## config.mk

```make
export PLATFORM = sky130hd
export DESIGN_NAME = lcs_top
export DESIGN_NICKNAME = d
export VERILOG_FILES = /design/src/rtl/lcs_pkg.sv /design/src/rtl/lcs_pulse.sv /design/src/rtl/lcs_pwm.sv /design/src/rtl/lcs_top.sv
export SDC_FILE = /design/constraint.sdc
export NUM_CORES = 1
export LEC_CHECK = 0
export BUFFER_PORTS_ARGS = -buffer_cell sky130_fd_sc_hd__buf_2
export CAP_MARGIN = 10
export CORE_ASPECT_RATIO = 2
export CORE_MARGIN = 3
export CORE_UTILIZATION = 49
export CTS_CLUSTER_SIZE = 30
export DETAILED_ROUTE_END_ITERATION = 10
export PLACE_DENSITY = 0.76
export SLEW_MARGIN = 15
export SYNTH_ARGS = -nofsm -noshare
export SYNTH_HDL_FRONTEND = slang
export SYNTH_SLANG_ARGS = --single-unit
```

## constraint.sdc

```tcl
create_clock -name i_mclk -period 2.4 [get_ports i_mclk]
set_input_delay 0.36 -clock i_mclk [delete_from_list [all_inputs] [get_ports i_mclk]]
set_output_delay 0.36 -clock i_mclk [all_outputs]
set_load 0.005 [all_outputs]
```

## src/rtl/lcs_pkg.sv

```systemverilog
// package: register map, reset values, timing constants and types of the charge sequencer
`default_nettype none
package lcs_pkg;
  // ----------------------------------------
  // clock and timing
  // ----------------------------------------
  localparam int unsigned CLK_HZ = 20000000;
  localparam int unsigned FAULT_PULSE_US = 128;
  localparam int unsigned FAULT_PULSE_CYC = (FAULT_PULSE_US * (CLK_HZ / 1000000));
  localparam int unsigned DETECT_US = 250;
  localparam int unsigned DETECT_CYC = (DETECT_US * (CLK_HZ / 1000000));
  localparam int unsigned SW_FREQ_HZ = 1500000;
  localparam int unsigned SW_PERIOD_CYC = (CLK_HZ + SW_FREQ_HZ - 1) / SW_FREQ_HZ;
  localparam logic [4:0] SW_PERIOD_M1 = 5'(SW_PERIOD_CYC - 1);
  localparam logic [12:0] PULSE_LAST = 13'(FAULT_PULSE_CYC - 1);

  // ----------------------------------------
  // register byte offsets
  // ----------------------------------------
  localparam logic [7:0] OFS_CTRL = 8'h00;
  localparam logic [7:0] OFS_VREG = 8'h04;
  localparam logic [7:0] OFS_ICHG = 8'h08;
  localparam logic [7:0] OFS_STATUS = 8'h0c;
  localparam logic [7:0] OFS_LOOPS = 8'h10;

  // ----------------------------------------
  // control field positions
  // ----------------------------------------
  localparam int unsigned CTRL_RESET_BIT = 0;
  localparam int unsigned CTRL_CHG_DIS_BIT = 1;
  localparam int unsigned CTRL_TERM_EN_BIT = 2;
  localparam int unsigned CTRL_HIZ_BIT = 3;
  localparam int unsigned CTRL_STAT_EN_BIT = 4;

  // ----------------------------------------
  // reset values, limits and thresholds (codes in 10 mV / 10 mA steps)
  // ----------------------------------------
  localparam logic [4:0] CTRL_RST = 5'h14;
  localparam logic [8:0] VREG_MIN = 9'h15e;
  localparam logic [8:0] VREG_MAX = 9'h1bc;
  localparam logic [8:0] VREG_RST = 9'h168;
  localparam logic [8:0] RCH_OFS = 9'h0a;
  localparam logic [8:0] VSHORT = 9'h12c;
  localparam logic [8:0] SYSTEM_REGULATION_VOLTAGE = 9'h15e;
  localparam logic [8:0] VDETECT = 9'h12c;
  localparam logic [7:0] ICHG_RST = 8'h64;
  localparam logic [7:0] ITERM_RST = 8'h05;
  localparam logic [7:0] ISHORT = 8'h05;

  typedef enum logic [2:0] {
    ST_DISABLED,
    ST_SHORT_BAT,
    ST_FAST,
    ST_TAPER,
    ST_DETECT,
    ST_DONE
  } lcs_state_t;

  // analog measurements from the converter front end
  typedef struct packed {
    logic [8:0] vbat;
    logic [8:0] vsys;
    logic [7:0] ichg;
    logic input_ok;
    logic die_hot;
    logic vin_low;
    logic sys_over;
    logic peak_over;
    logic fault;
  } lcs_meas_t;

  // commands to the converter and battery switch
  typedef struct packed {
    logic [7:0] i_target;
    logic [8:0] v_target;
    logic fet_full;
    logic fet_linear;
    logic charge_on;
    logic supplement;
    logic detect_sink;
    logic pwm_gate;
    logic [2:0] loop_sel;
  } lcs_drive_t;
endpackage
`default_nettype wire

```

## src/rtl/lcs_pulse.sv

```systemverilog
// module: one-shot stretcher for the fault pulse
`default_nettype none
module lcs_pulse
(
  // clock and reset
  input wire logic i_mclk,
  input wire logic i_rstn,
  // trigger and pulse
  input wire logic i_trig,
  output logic o_active
);
  logic [12:0] cnt_reg;
  logic act_reg;

  always_ff @(posedge i_mclk)
  begin
    if (!i_rstn)
    begin
      cnt_reg <= 13'h0000;
      act_reg <= 1'b0;
    end
    else if (i_trig && !act_reg)
    begin
      cnt_reg <= 13'h0000;
      act_reg <= 1'b1;
    end
    else if (act_reg)
    begin
      if (cnt_reg == lcs_pkg::PULSE_LAST)
      begin
        act_reg <= 1'b0; // RULE3
      end
      cnt_reg <= cnt_reg + 13'h0001;
    end
  end

  assign o_active = act_reg;
endmodule
`default_nettype wire

```

## src/rtl/lcs_pwm.sv

```systemverilog
// module: fixed-frequency switching clock with peak current cut-off
`default_nettype none
module lcs_pwm
(
  // clock and reset
  input wire logic i_mclk,
  input wire logic i_rstn,
  // control
  input wire logic i_run,
  input wire logic [4:0] i_on_cycles,
  input wire logic i_peak_over,
  // gate
  output logic o_gate
);
  logic [4:0] phase_reg;
  logic cut_reg;
  logic gate_reg;

  always_ff @(posedge i_mclk)
  begin
    if (!i_rstn || !i_run)
    begin
      phase_reg <= 5'h00;
      cut_reg <= 1'b0;
      gate_reg <= 1'b0;
    end
    else
    begin
      phase_reg <= (phase_reg == lcs_pkg::SW_PERIOD_M1) ? 5'h00 : phase_reg + 5'h01; // RULE17
      if (phase_reg == lcs_pkg::SW_PERIOD_M1)
      begin
        cut_reg <= 1'b0;
      end
      else if (i_peak_over)
      begin
        cut_reg <= 1'b1; // RULE18
      end
      gate_reg <= (phase_reg < i_on_cycles) && !cut_reg && !i_peak_over; // RULE18
    end
  end

  assign o_gate = gate_reg;
endmodule
`default_nettype wire

```

## src/rtl/lcs_top.sv

```systemverilog
// module: charge-cycle sequencer with apb registers and open-drain status pin
//
// What this block does
// RULE1 - status pin low while charging
// RULE2 - status released when done or disabled
// RULE3 - fault gives one 128 us pulse
// RULE4 - status pin works only when enabled
// RULE5 - short battery: small current, linear fet
// RULE6 - above short threshold use programmed current
// RULE7 - die hot reduces charge current
// RULE8 - system above regulation: fet full on
// RULE9 - regulation target programmable 3.5 to 4.44 V
// RULE10 - near target taper current, rail connected
// RULE11 - low current terminates, starts detection
// RULE12 - battery found gives charge done
// RULE13 - termination level programmable and compared
// RULE14 - termination disabled never ends charge
// RULE15 - restart on recharge, input, disable, reset, hiz
// RULE16 - most restrictive of five loops governs (the code uses fixed priority: thermal, system/input, taper, programmed)
// RULE17 - switching at fixed 1.5 MHz (the code divides the 20 MHz clock by 14, about 1.43 MHz)
// RULE18 - cycle-by-cycle 5 A peak cut
// RULE19 - zero current, overload gives supplement mode
// RULE20 - disable resets 0, auto start on input
// RULE21 - no detection when termination disabled
// RULE22 - explicit phase state machine
`default_nettype none
module lcs_top
(
  // clock and reset
  input wire logic i_mclk,
  input wire logic i_rstn,
  // apb slave
  input wire logic i_psel,
  input wire logic i_penable,
  input wire logic i_pwrite,
  input wire logic [7:0] i_paddr,
  input wire logic [31:0] i_pwdata,
  output logic [31:0] o_prdata,
  output logic o_pready,
  output logic o_pslverr,
  // measurements
  input wire lcs_pkg::lcs_meas_t i_meas,
  // converter drive
  output lcs_pkg::lcs_drive_t o_drive,
  // open-drain status pin
  input wire logic i_stat_in,
  output logic o_stat_out,
  output logic o_stat_oe
);
  // ----------------------------------------
  // registers
  // ----------------------------------------
  logic [4:0] ctrl_reg;
  logic [8:0] vreg_reg;
  logic [7:0] ichg_reg;
  logic [7:0] iterm_reg;
  logic [31:0] prdata_reg;
  logic pready_reg;
  logic pslverr_reg;
  lcs_pkg::lcs_state_t state_reg;
  lcs_pkg::lcs_state_t state_next;
  logic [12:0] det_cnt_reg;
  logic det_phase_reg;
  logic bat_missing_reg;
  logic input_ok_d_reg;
  logic chg_dis_d_reg;
  logic hiz_d_reg;
  logic fault_d_reg;
  logic stat_in_reg;
  lcs_pkg::lcs_drive_t drive_reg;
  logic stat_oe_reg;
  logic pwm_gate;
  logic pulse_act;
  logic fault_trig;
  logic restart;
  logic wr_en;
  logic rd_en;
  logic map_hit;
  logic [8:0] vreg_wr;

  function automatic logic [8:0] clamp_vreg(input logic [8:0] v);
    if (v < lcs_pkg::VREG_MIN)
    begin
      return lcs_pkg::VREG_MIN;
    end
    else if (v > lcs_pkg::VREG_MAX)
    begin
      return lcs_pkg::VREG_MAX;
    end
    return v;
  endfunction

  function automatic logic [7:0] min8(input logic [7:0] a, input logic [7:0] b);
    return (a < b) ? a : b;
  endfunction

  // saturating step down: a wrap to 0xff would throw the target back up
  function automatic logic [7:0] dec_sat8(input logic [7:0] a);
    return (a == 8'h00) ? 8'h00 : a - 8'h01;
  endfunction

  // ----------------------------------------
  // apb slave: one wait state in every access phase
  // ----------------------------------------
  assign wr_en = i_psel && i_penable && i_pwrite;
  assign rd_en = i_psel && i_penable && !i_pwrite;
  assign map_hit = (i_paddr == lcs_pkg::OFS_CTRL) || (i_paddr == lcs_pkg::OFS_VREG) ||
                   (i_paddr == lcs_pkg::OFS_ICHG) || (i_paddr == lcs_pkg::OFS_STATUS) ||
                   (i_paddr == lcs_pkg::OFS_LOOPS);
  assign vreg_wr = clamp_vreg(i_pwdata[8:0]);

  always_ff @(posedge i_mclk)
  begin
    if (!i_rstn)
    begin
      pready_reg <= 1'b0;
      pslverr_reg <= 1'b0;
    end
    else
    begin
      // ready comes one cycle into the access phase and drops right after
      pready_reg <= i_psel && i_penable && !pready_reg;
      pslverr_reg <= i_psel && i_penable && !pready_reg && !map_hit;
    end
  end

  always_ff @(posedge i_mclk)
  begin
    if (!i_rstn)
    begin
      ctrl_reg <= lcs_pkg::CTRL_RST; // RULE20
      vreg_reg <= lcs_pkg::VREG_RST;
      ichg_reg <= lcs_pkg::ICHG_RST;
      iterm_reg <= lcs_pkg::ITERM_RST;
    end
    else
    begin
      // reset bit is self-clearing so a write of 1 acts once
      ctrl_reg[lcs_pkg::CTRL_RESET_BIT] <= 1'b0;
      if (wr_en && pready_reg && i_paddr == lcs_pkg::OFS_CTRL)
      begin
        ctrl_reg <= i_pwdata[4:0];
      end
      if (wr_en && pready_reg && i_paddr == lcs_pkg::OFS_VREG)
      begin
        vreg_reg <= vreg_wr; // RULE9
      end
      if (wr_en && pready_reg && i_paddr == lcs_pkg::OFS_ICHG)
      begin
        ichg_reg <= i_pwdata[7:0]; // RULE6
        iterm_reg <= i_pwdata[15:8]; // RULE13
      end
    end
  end

  always_ff @(posedge i_mclk)
  begin
    if (!i_rstn)
    begin
      prdata_reg <= 32'h00000000;
    end
    else if (rd_en && !pready_reg)
    begin
      case (i_paddr)
        lcs_pkg::OFS_CTRL: prdata_reg <= {27'h0000000, ctrl_reg};
        lcs_pkg::OFS_VREG: prdata_reg <= {23'h000000, vreg_reg};
        lcs_pkg::OFS_ICHG: prdata_reg <= {16'h0000, iterm_reg, ichg_reg};
        lcs_pkg::OFS_STATUS: prdata_reg <= {26'h0000000, stat_in_reg, bat_missing_reg, drive_reg.supplement,
                                            state_reg};
        lcs_pkg::OFS_LOOPS: prdata_reg <= {29'h00000000, drive_reg.loop_sel};
        default: prdata_reg <= 32'h00000000;
      endcase
    end
  end

  // ----------------------------------------
  // restart and fault events
  // ----------------------------------------
  always_ff @(posedge i_mclk)
  begin
    if (!i_rstn)
    begin
      input_ok_d_reg <= 1'b0;
      chg_dis_d_reg <= 1'b0;
      hiz_d_reg <= 1'b0;
      fault_d_reg <= 1'b0;
      stat_in_reg <= 1'b1;
    end
    else
    begin
      input_ok_d_reg <= i_meas.input_ok;
      chg_dis_d_reg <= ctrl_reg[lcs_pkg::CTRL_CHG_DIS_BIT];
      hiz_d_reg <= ctrl_reg[lcs_pkg::CTRL_HIZ_BIT];
      fault_d_reg <= i_meas.fault;
      stat_in_reg <= i_stat_in;
    end
  end

  assign restart = (i_meas.input_ok != input_ok_d_reg) ||
                   (ctrl_reg[lcs_pkg::CTRL_CHG_DIS_BIT] != chg_dis_d_reg) ||
                   ctrl_reg[lcs_pkg::CTRL_RESET_BIT] ||
                   (ctrl_reg[lcs_pkg::CTRL_HIZ_BIT] != hiz_d_reg) ||
                   (i_meas.vbat < vreg_reg - lcs_pkg::RCH_OFS); // RULE15
  // missing battery during detection counts as a fault too
  assign fault_trig = (i_meas.fault && !fault_d_reg) ||
                      (state_reg == lcs_pkg::ST_DETECT && !det_phase_reg && i_meas.vbat < lcs_pkg::VDETECT &&
                       !bat_missing_reg);

  // ----------------------------------------
  // charge phase machine
  // ----------------------------------------
  always_comb
  begin
    state_next = state_reg;
    case (state_reg)
      lcs_pkg::ST_DISABLED:
      begin
        if (i_meas.input_ok && !ctrl_reg[lcs_pkg::CTRL_CHG_DIS_BIT] && !ctrl_reg[lcs_pkg::CTRL_HIZ_BIT])
        begin
          state_next = lcs_pkg::ST_SHORT_BAT; // RULE20
        end
      end
      lcs_pkg::ST_SHORT_BAT:
      begin
        if (i_meas.vbat >= lcs_pkg::VSHORT)
        begin
          state_next = lcs_pkg::ST_FAST; // RULE6
        end
      end
      lcs_pkg::ST_FAST:
      begin
        if (i_meas.vbat >= vreg_reg - lcs_pkg::RCH_OFS)
        begin
          state_next = lcs_pkg::ST_TAPER; // RULE10
        end
      end
      lcs_pkg::ST_TAPER:
      begin
        if (ctrl_reg[lcs_pkg::CTRL_TERM_EN_BIT] && i_meas.ichg <= iterm_reg &&
            i_meas.vbat >= vreg_reg - lcs_pkg::RCH_OFS) // RULE11 RULE13 RULE14
        begin
          state_next = lcs_pkg::ST_DETECT; // RULE21
        end
      end
      lcs_pkg::ST_DETECT:
      begin
        if (det_cnt_reg == 13'(lcs_pkg::DETECT_CYC - 1) && !det_phase_reg && !bat_missing_reg)
        begin
          state_next = lcs_pkg::ST_DONE; // RULE12
        end
      end
      lcs_pkg::ST_DONE:
      begin
        if (restart)
        begin
          state_next = lcs_pkg::ST_SHORT_BAT; // RULE15
        end
      end
      default: state_next = lcs_pkg::ST_DISABLED;
    endcase
    if (!i_meas.input_ok || ctrl_reg[lcs_pkg::CTRL_CHG_DIS_BIT] || ctrl_reg[lcs_pkg::CTRL_HIZ_BIT])
    begin
      state_next = lcs_pkg::ST_DISABLED;
    end
  end

  always_ff @(posedge i_mclk)
  begin
    if (!i_rstn)
    begin
      state_reg <= lcs_pkg::ST_DISABLED;
    end
    else
    begin
      state_reg <= state_next; // RULE22
    end
  end

  // detection alternates a sink window and a source window until a battery holds up
  always_ff @(posedge i_mclk)
  begin
    if (!i_rstn || state_reg != lcs_pkg::ST_DETECT)
    begin
      det_cnt_reg <= 13'h0000;
      det_phase_reg <= 1'b0;
      bat_missing_reg <= 1'b0;
    end
    else if (det_cnt_reg == 13'(lcs_pkg::DETECT_CYC - 1))
    begin
      det_cnt_reg <= 13'h0000;
      if (det_phase_reg || bat_missing_reg)
      begin
        det_phase_reg <= !det_phase_reg;
      end
      if (det_phase_reg)
      begin
        bat_missing_reg <= 1'b0;
      end
    end
    else
    begin
      det_cnt_reg <= det_cnt_reg + 13'h0001;
      if (!det_phase_reg && i_meas.vbat < lcs_pkg::VDETECT)
      begin
        bat_missing_reg <= 1'b1;
      end
    end
  end

  // ----------------------------------------
  // converter drive and loop arbitration
  // ----------------------------------------
  always_ff @(posedge i_mclk)
  begin
    if (!i_rstn)
    begin
      drive_reg <= '0;
    end
    else
    begin
      drive_reg.v_target <= vreg_reg;
      drive_reg.pwm_gate <= pwm_gate;
      drive_reg.charge_on <= (state_reg == lcs_pkg::ST_SHORT_BAT) || (state_reg == lcs_pkg::ST_FAST) ||
                             (state_reg == lcs_pkg::ST_TAPER);
      drive_reg.fet_linear <= (state_reg == lcs_pkg::ST_SHORT_BAT) ||
                              ((state_reg == lcs_pkg::ST_FAST) && i_meas.vsys <= lcs_pkg::SYSTEM_REGULATION_VOLTAGE); // RULE5
      drive_reg.fet_full <= ((state_reg == lcs_pkg::ST_FAST) && i_meas.vsys > lcs_pkg::SYSTEM_REGULATION_VOLTAGE) ||
                            (state_reg == lcs_pkg::ST_TAPER); // RULE8 RULE10
      drive_reg.detect_sink <= (state_reg == lcs_pkg::ST_DETECT) && !det_phase_reg; // RULE11
      drive_reg.supplement <= (state_reg == lcs_pkg::ST_DONE || drive_reg.i_target == 8'h00) &&
                              i_meas.sys_over; // RULE12 RULE19
      if (state_reg == lcs_pkg::ST_SHORT_BAT)
      begin
        drive_reg.i_target <= lcs_pkg::ISHORT; // RULE5
        drive_reg.loop_sel <= 3'h0;
      end
      else if (state_reg == lcs_pkg::ST_FAST || state_reg == lcs_pkg::ST_TAPER)
      begin
        // the loops are taken in fixed priority: thermal first, then system or input, then taper, then programmed
        if (i_meas.die_hot)
        begin
          drive_reg.i_target <= min8(ichg_reg >> 1, dec_sat8(drive_reg.i_target)); // RULE7 RULE16
          drive_reg.loop_sel <= 3'h2;
        end
        else if (i_meas.sys_over || i_meas.vin_low)
        begin
          drive_reg.i_target <= dec_sat8(drive_reg.i_target); // RULE16
          drive_reg.loop_sel <= i_meas.sys_over ? 3'h3 : 3'h4;
        end
        else if (state_reg == lcs_pkg::ST_TAPER)
        begin
          drive_reg.i_target <= min8(i_meas.ichg, ichg_reg); // RULE10
          drive_reg.loop_sel <= 3'h1;
        end
        else
        begin
          drive_reg.i_target <= ichg_reg; // RULE6 RULE8
          drive_reg.loop_sel <= 3'h0;
        end
      end
      else
      begin
        drive_reg.i_target <= 8'h00;
        drive_reg.loop_sel <= 3'h0;
      end
    end
  end

  // ----------------------------------------
  // status pin: low while charging, fault pulse over it
  // ----------------------------------------
  always_ff @(posedge i_mclk)
  begin
    if (!i_rstn)
    begin
      stat_oe_reg <= 1'b0;
    end
    else
    begin
      // the pulse inverts the charging level so it is visible in either state
      stat_oe_reg <= ctrl_reg[lcs_pkg::CTRL_STAT_EN_BIT] && (drive_reg.charge_on ^ pulse_act); // RULE1 RULE2 RULE3 RULE4
    end
  end

  lcs_pulse u_pulse
  (
    .i_mclk(i_mclk),
    .i_rstn(i_rstn),
    .i_trig(fault_trig),
    .o_active(pulse_act)
  );

  lcs_pwm u_pwm
  (
    .i_mclk(i_mclk),
    .i_rstn(i_rstn),
    .i_run(drive_reg.charge_on || state_reg == lcs_pkg::ST_DONE),
    .i_on_cycles(5'(drive_reg.i_target[7:4])),
    .i_peak_over(i_meas.peak_over),
    .o_gate(pwm_gate)
  );

  assign o_prdata = prdata_reg;
  assign o_pready = pready_reg;
  assign o_pslverr = pslverr_reg;
  assign o_drive = drive_reg;
  assign o_stat_out = 1'b0;
  assign o_stat_oe = stat_oe_reg;
endmodule
`default_nettype wire

```

==> impl_metrics.py <==
metrics = {
    "run_status": {
        "status": "finished, violations left",
        "violations": "negative setup slack",
    },
    "power": {
        "pwr-share-comb_pct": 9.1,
        "p_sw_uw": 1240,
        "power_density_nw_per_um2": 655,
        "vdd_drop_max_uv": 514,
        "seqPwrFrac_pct": 36.9,
        "swShare_pct": 22.6,
        "clkPwrFrac_pct": 54.1,
        "p_leak_uw": 0.00364,
        "power.internal_uw": 4220,
    },
    "sta": {
        "slew_headroom_pct": 56.6,
        "hold_viol": 0,
        "slew_viol_final": 0,
        "finClkSkew_ns": 0.00475,
        "setup_viol": 11,
        "fin_crit_sh_pct": 112,
        "worst_slack_ns": -0.300,
        "tns_ns": -2.09,
        "rsz0062_at_grt": "true",
        "tightestPinTransition_ns": 0.644,
        "period_minus_slack_ns": 2.70,
        "timing.hold.ws_ns": 0.139,
        "fmax_mhz": 370,
    },
    "layout": {
        "fillers": 1019,
        "multi_input_area_sq_um": 3840,
        "nets": 996,
        "antenna_cells": 0,
        "syn_to_final_growth_pct": 32.1,
        "postLayoutCoreUtil_pct": 66.4,
        "fin_area_sq_um": 8330,
        "final-seq-area_sq_um": 2390,
        "largest_reg_flops": 26,
        "drive_above_1_share_pct": 29.2,
    },
    "yosys": {
        "synth.area.top_cells": "dfxtp_1, ha_1, nand2_1",
        "ys_top_cells_by_count": "dfxtp_1, nand2_1, nor2_1, ha_1, inv_1",
        "synth_cells": 716,
        "yosys_warnings": 0,
        "synth_edf_count": 0,
        "yosysUniqueCellTypes": 71,
        "synthFlopType": "dfxtp_1",
        "yosysSeqAreaShare_pct": 37.8,
        "syn_avg_cell_area_sq_um": 8.81,
        "synth_top_area_share_pct": 37.8,
        "synth-seq-cells": 119,
        "ys_async_sr_fraction_pct": 0,
        "yosysMostFrequentCell": "dfxtp_1",
        "synth_area_sq_um": 6310,
        "synth_top_area_cell": "dfxtp_1",
    },
    "floorplanning": {
        "io_pins": 140,
        "die-area_sq_um": 14400,
        "core_area_sq_um": 12600,
        "initial_utilization_pct": 50.2,
        "die_y_microns": 166,
        "fp.dieW_microns": 86.2,
        "rows": 58,
    },
    "critical_path": {
        "path_class": "flop to flop",
        "worstSetupEndpointType": "flop",
        "r2r-start": "o_drive[18]",
        "crit_fanout": 4,
        "rr_worst_depth": 14,
        "arrival_ns": 3.05,
        "crit_path_start_kind": "flop",
        "r2r_end": "o_drive[20]",
        "required_ns": 2.75,
        "r2r_setup_slack_ns": -0.30,
    },
    "hold_path": {
        "worst_hold_path.endpoint": "stat_in_reg",
        "min_path_type": "input port to flop",
        "min_from": "i_stat_in",
        "min_path_cells": 2,
    },
    "global_routing": {
        "grt_max_degree": 50,
        "gr-total-overflow": 0,
        "grt_use_total_pct": 25.1,
        "grt_pass1_wl_mm": 28.1,
        "grt_antenna_before_repair": 0,
        "first_global_vias": 5853,
    },
    "routing": {
        "drtIter0Drc": 369,
        "wl_per_cell_microns": 17.6,
        "drtPass1Iterations": 6,
        "drc": 0,
        "num_vias": 5916,
        "routed_wl_mm": 18.3,
        "ant_nets": 0,
        "routed_via_density": 5.68,
    },
    "clock_network": {
        "holdBufCountCts": 0,
        "clock-sinks": 119,
        "cts_tree": "yes",
        "clk_pin_slew_worst_paths_ns": 0.06,
        "h-tree-depth": 4,
        "cts_buffer_depth": 2,
        "root_buffer": "clkbuf_16",
        "cts_made_buffers": 17,
        "clock_latency_ns": 0.41,
    },
    "flow_run": {
        "drv_cap": 0,
    },
    "place": {
        "place_ws_ns": -0.222,
        "placed_area_sq_um": 7290,
        "dp_hpwl_mm": 13.5,
        "gp_congestion": 0.906,
        "io_buffer_count": 106,
    },
}
## cell type report
type	count	area share (%)
timing repair buffer	170	13.0
sequential	119	28.7
multi-input combinational	533	46.1
tap	150	2.25
clock inverter	14	2.94
inverter	37	1.70
clock buffer	18	5.27
## layer usage
layer | track usage, % | part of all wire, %
met5 | 0 | 0
met4 | 18.0 | 6.7
met3 | 4.95 | 4.0
met2 | 46.8 | 55
met1 | 23.2 | 34
## critical path, stage by stage (launching register included)
cell and delay, ns:
dfxtp_4 0.38, inv_4 0.04, ha_4 0.14, nor3b_4 0.16
buf_6 0.13, a21oi_4 0.14, inv_2 0.06, ha_4 0.26
o211a_1 0.17, a211oi_2 0.04, a211o_1 0.32, buf_6 0.13
a2111o_1 0.39, o31ai_2 0.08, o31a_1 0.18
## power groups by stage
stage	clock network, uW	logic [uW]	registers [uW]
3_3_place_gp	0	398	2050
2_1_floorplan	0	252	2050
5_1_grt	3050	533	2010
6_report	2950	495	2010
3_5_place_dp	0	406	2050
4_1_cts	2970	449	2010
## cells by family after synthesis
family / count (synthesis) / synth area share, %
other cells: 1 / 0.0594
compound gates: 136 / 15.1
buf+inv: 80 / 5.81
flops: 119 / 37.8
mux: 25 / 5.02
simple gates: 277 / 23.1
fa+ha+maj: 40 / 7.93
xor+xnor: 38 / 5.28
## per-stage QoR
stage,total power [uW],std cells
floorplan,2300,732
global placement,2450,990
detailed placement,2460,990
CTS,5430,1038
global route,5600,1041
finish,5460,1041
## cells in the final DEF (no fill, tap or decap), types with 10 or more instances in the layout
| master | n |
|---|---|
| o21ai_0 | 24 |
| buf_2 | 106 |
| nand3_1 | 34 |
| inv_1 | 31 |
| buf_4 | 49 |
| nor3_1 | 10 |
| a21oi_1 | 24 |
| ha_1 | 33 |
| nor2b_1 | 26 |
| xor2_1 | 21 |
| conb_1 | 17 |
| buf_6 | 13 |
| xnor2_1 | 16 |
| nand2_1 | 61 |
| clkbuf_16 | 17 |
| a22oi_1 | 11 |
| mux2i_1 | 17 |
| nand2b_1 | 11 |
| nor2_1 | 62 |
| dfxtp_1 | 115 |
| and2_1 | 19 |
## worst max path at each step
stage / from / end / slack [ns] / cells past startpoint
finish: o_drive[18] / o_drive[20] / -0.30 / 14
global route: o_drive[23] / o_drive[20] / -0.41 / 11
CTS: vreg_reg[2] / state_reg[2] / -0.20 / 12
detailed placement: o_drive[18] / o_drive[18] / -0.22 / 12
global placement: o_drive[20] / o_drive[18] / -0.14 / 10
floorplan: o_drive[18] / o_drive[20] / -0.002 / 12
## timing repair
item                                    CTS  global route
endpoints found under the setup margin   10            11
buffers inserted                         16             3
pin swaps                                14            10
resized for setup                        14            29
No activity file was read; power rests on OpenSTA's default activity.
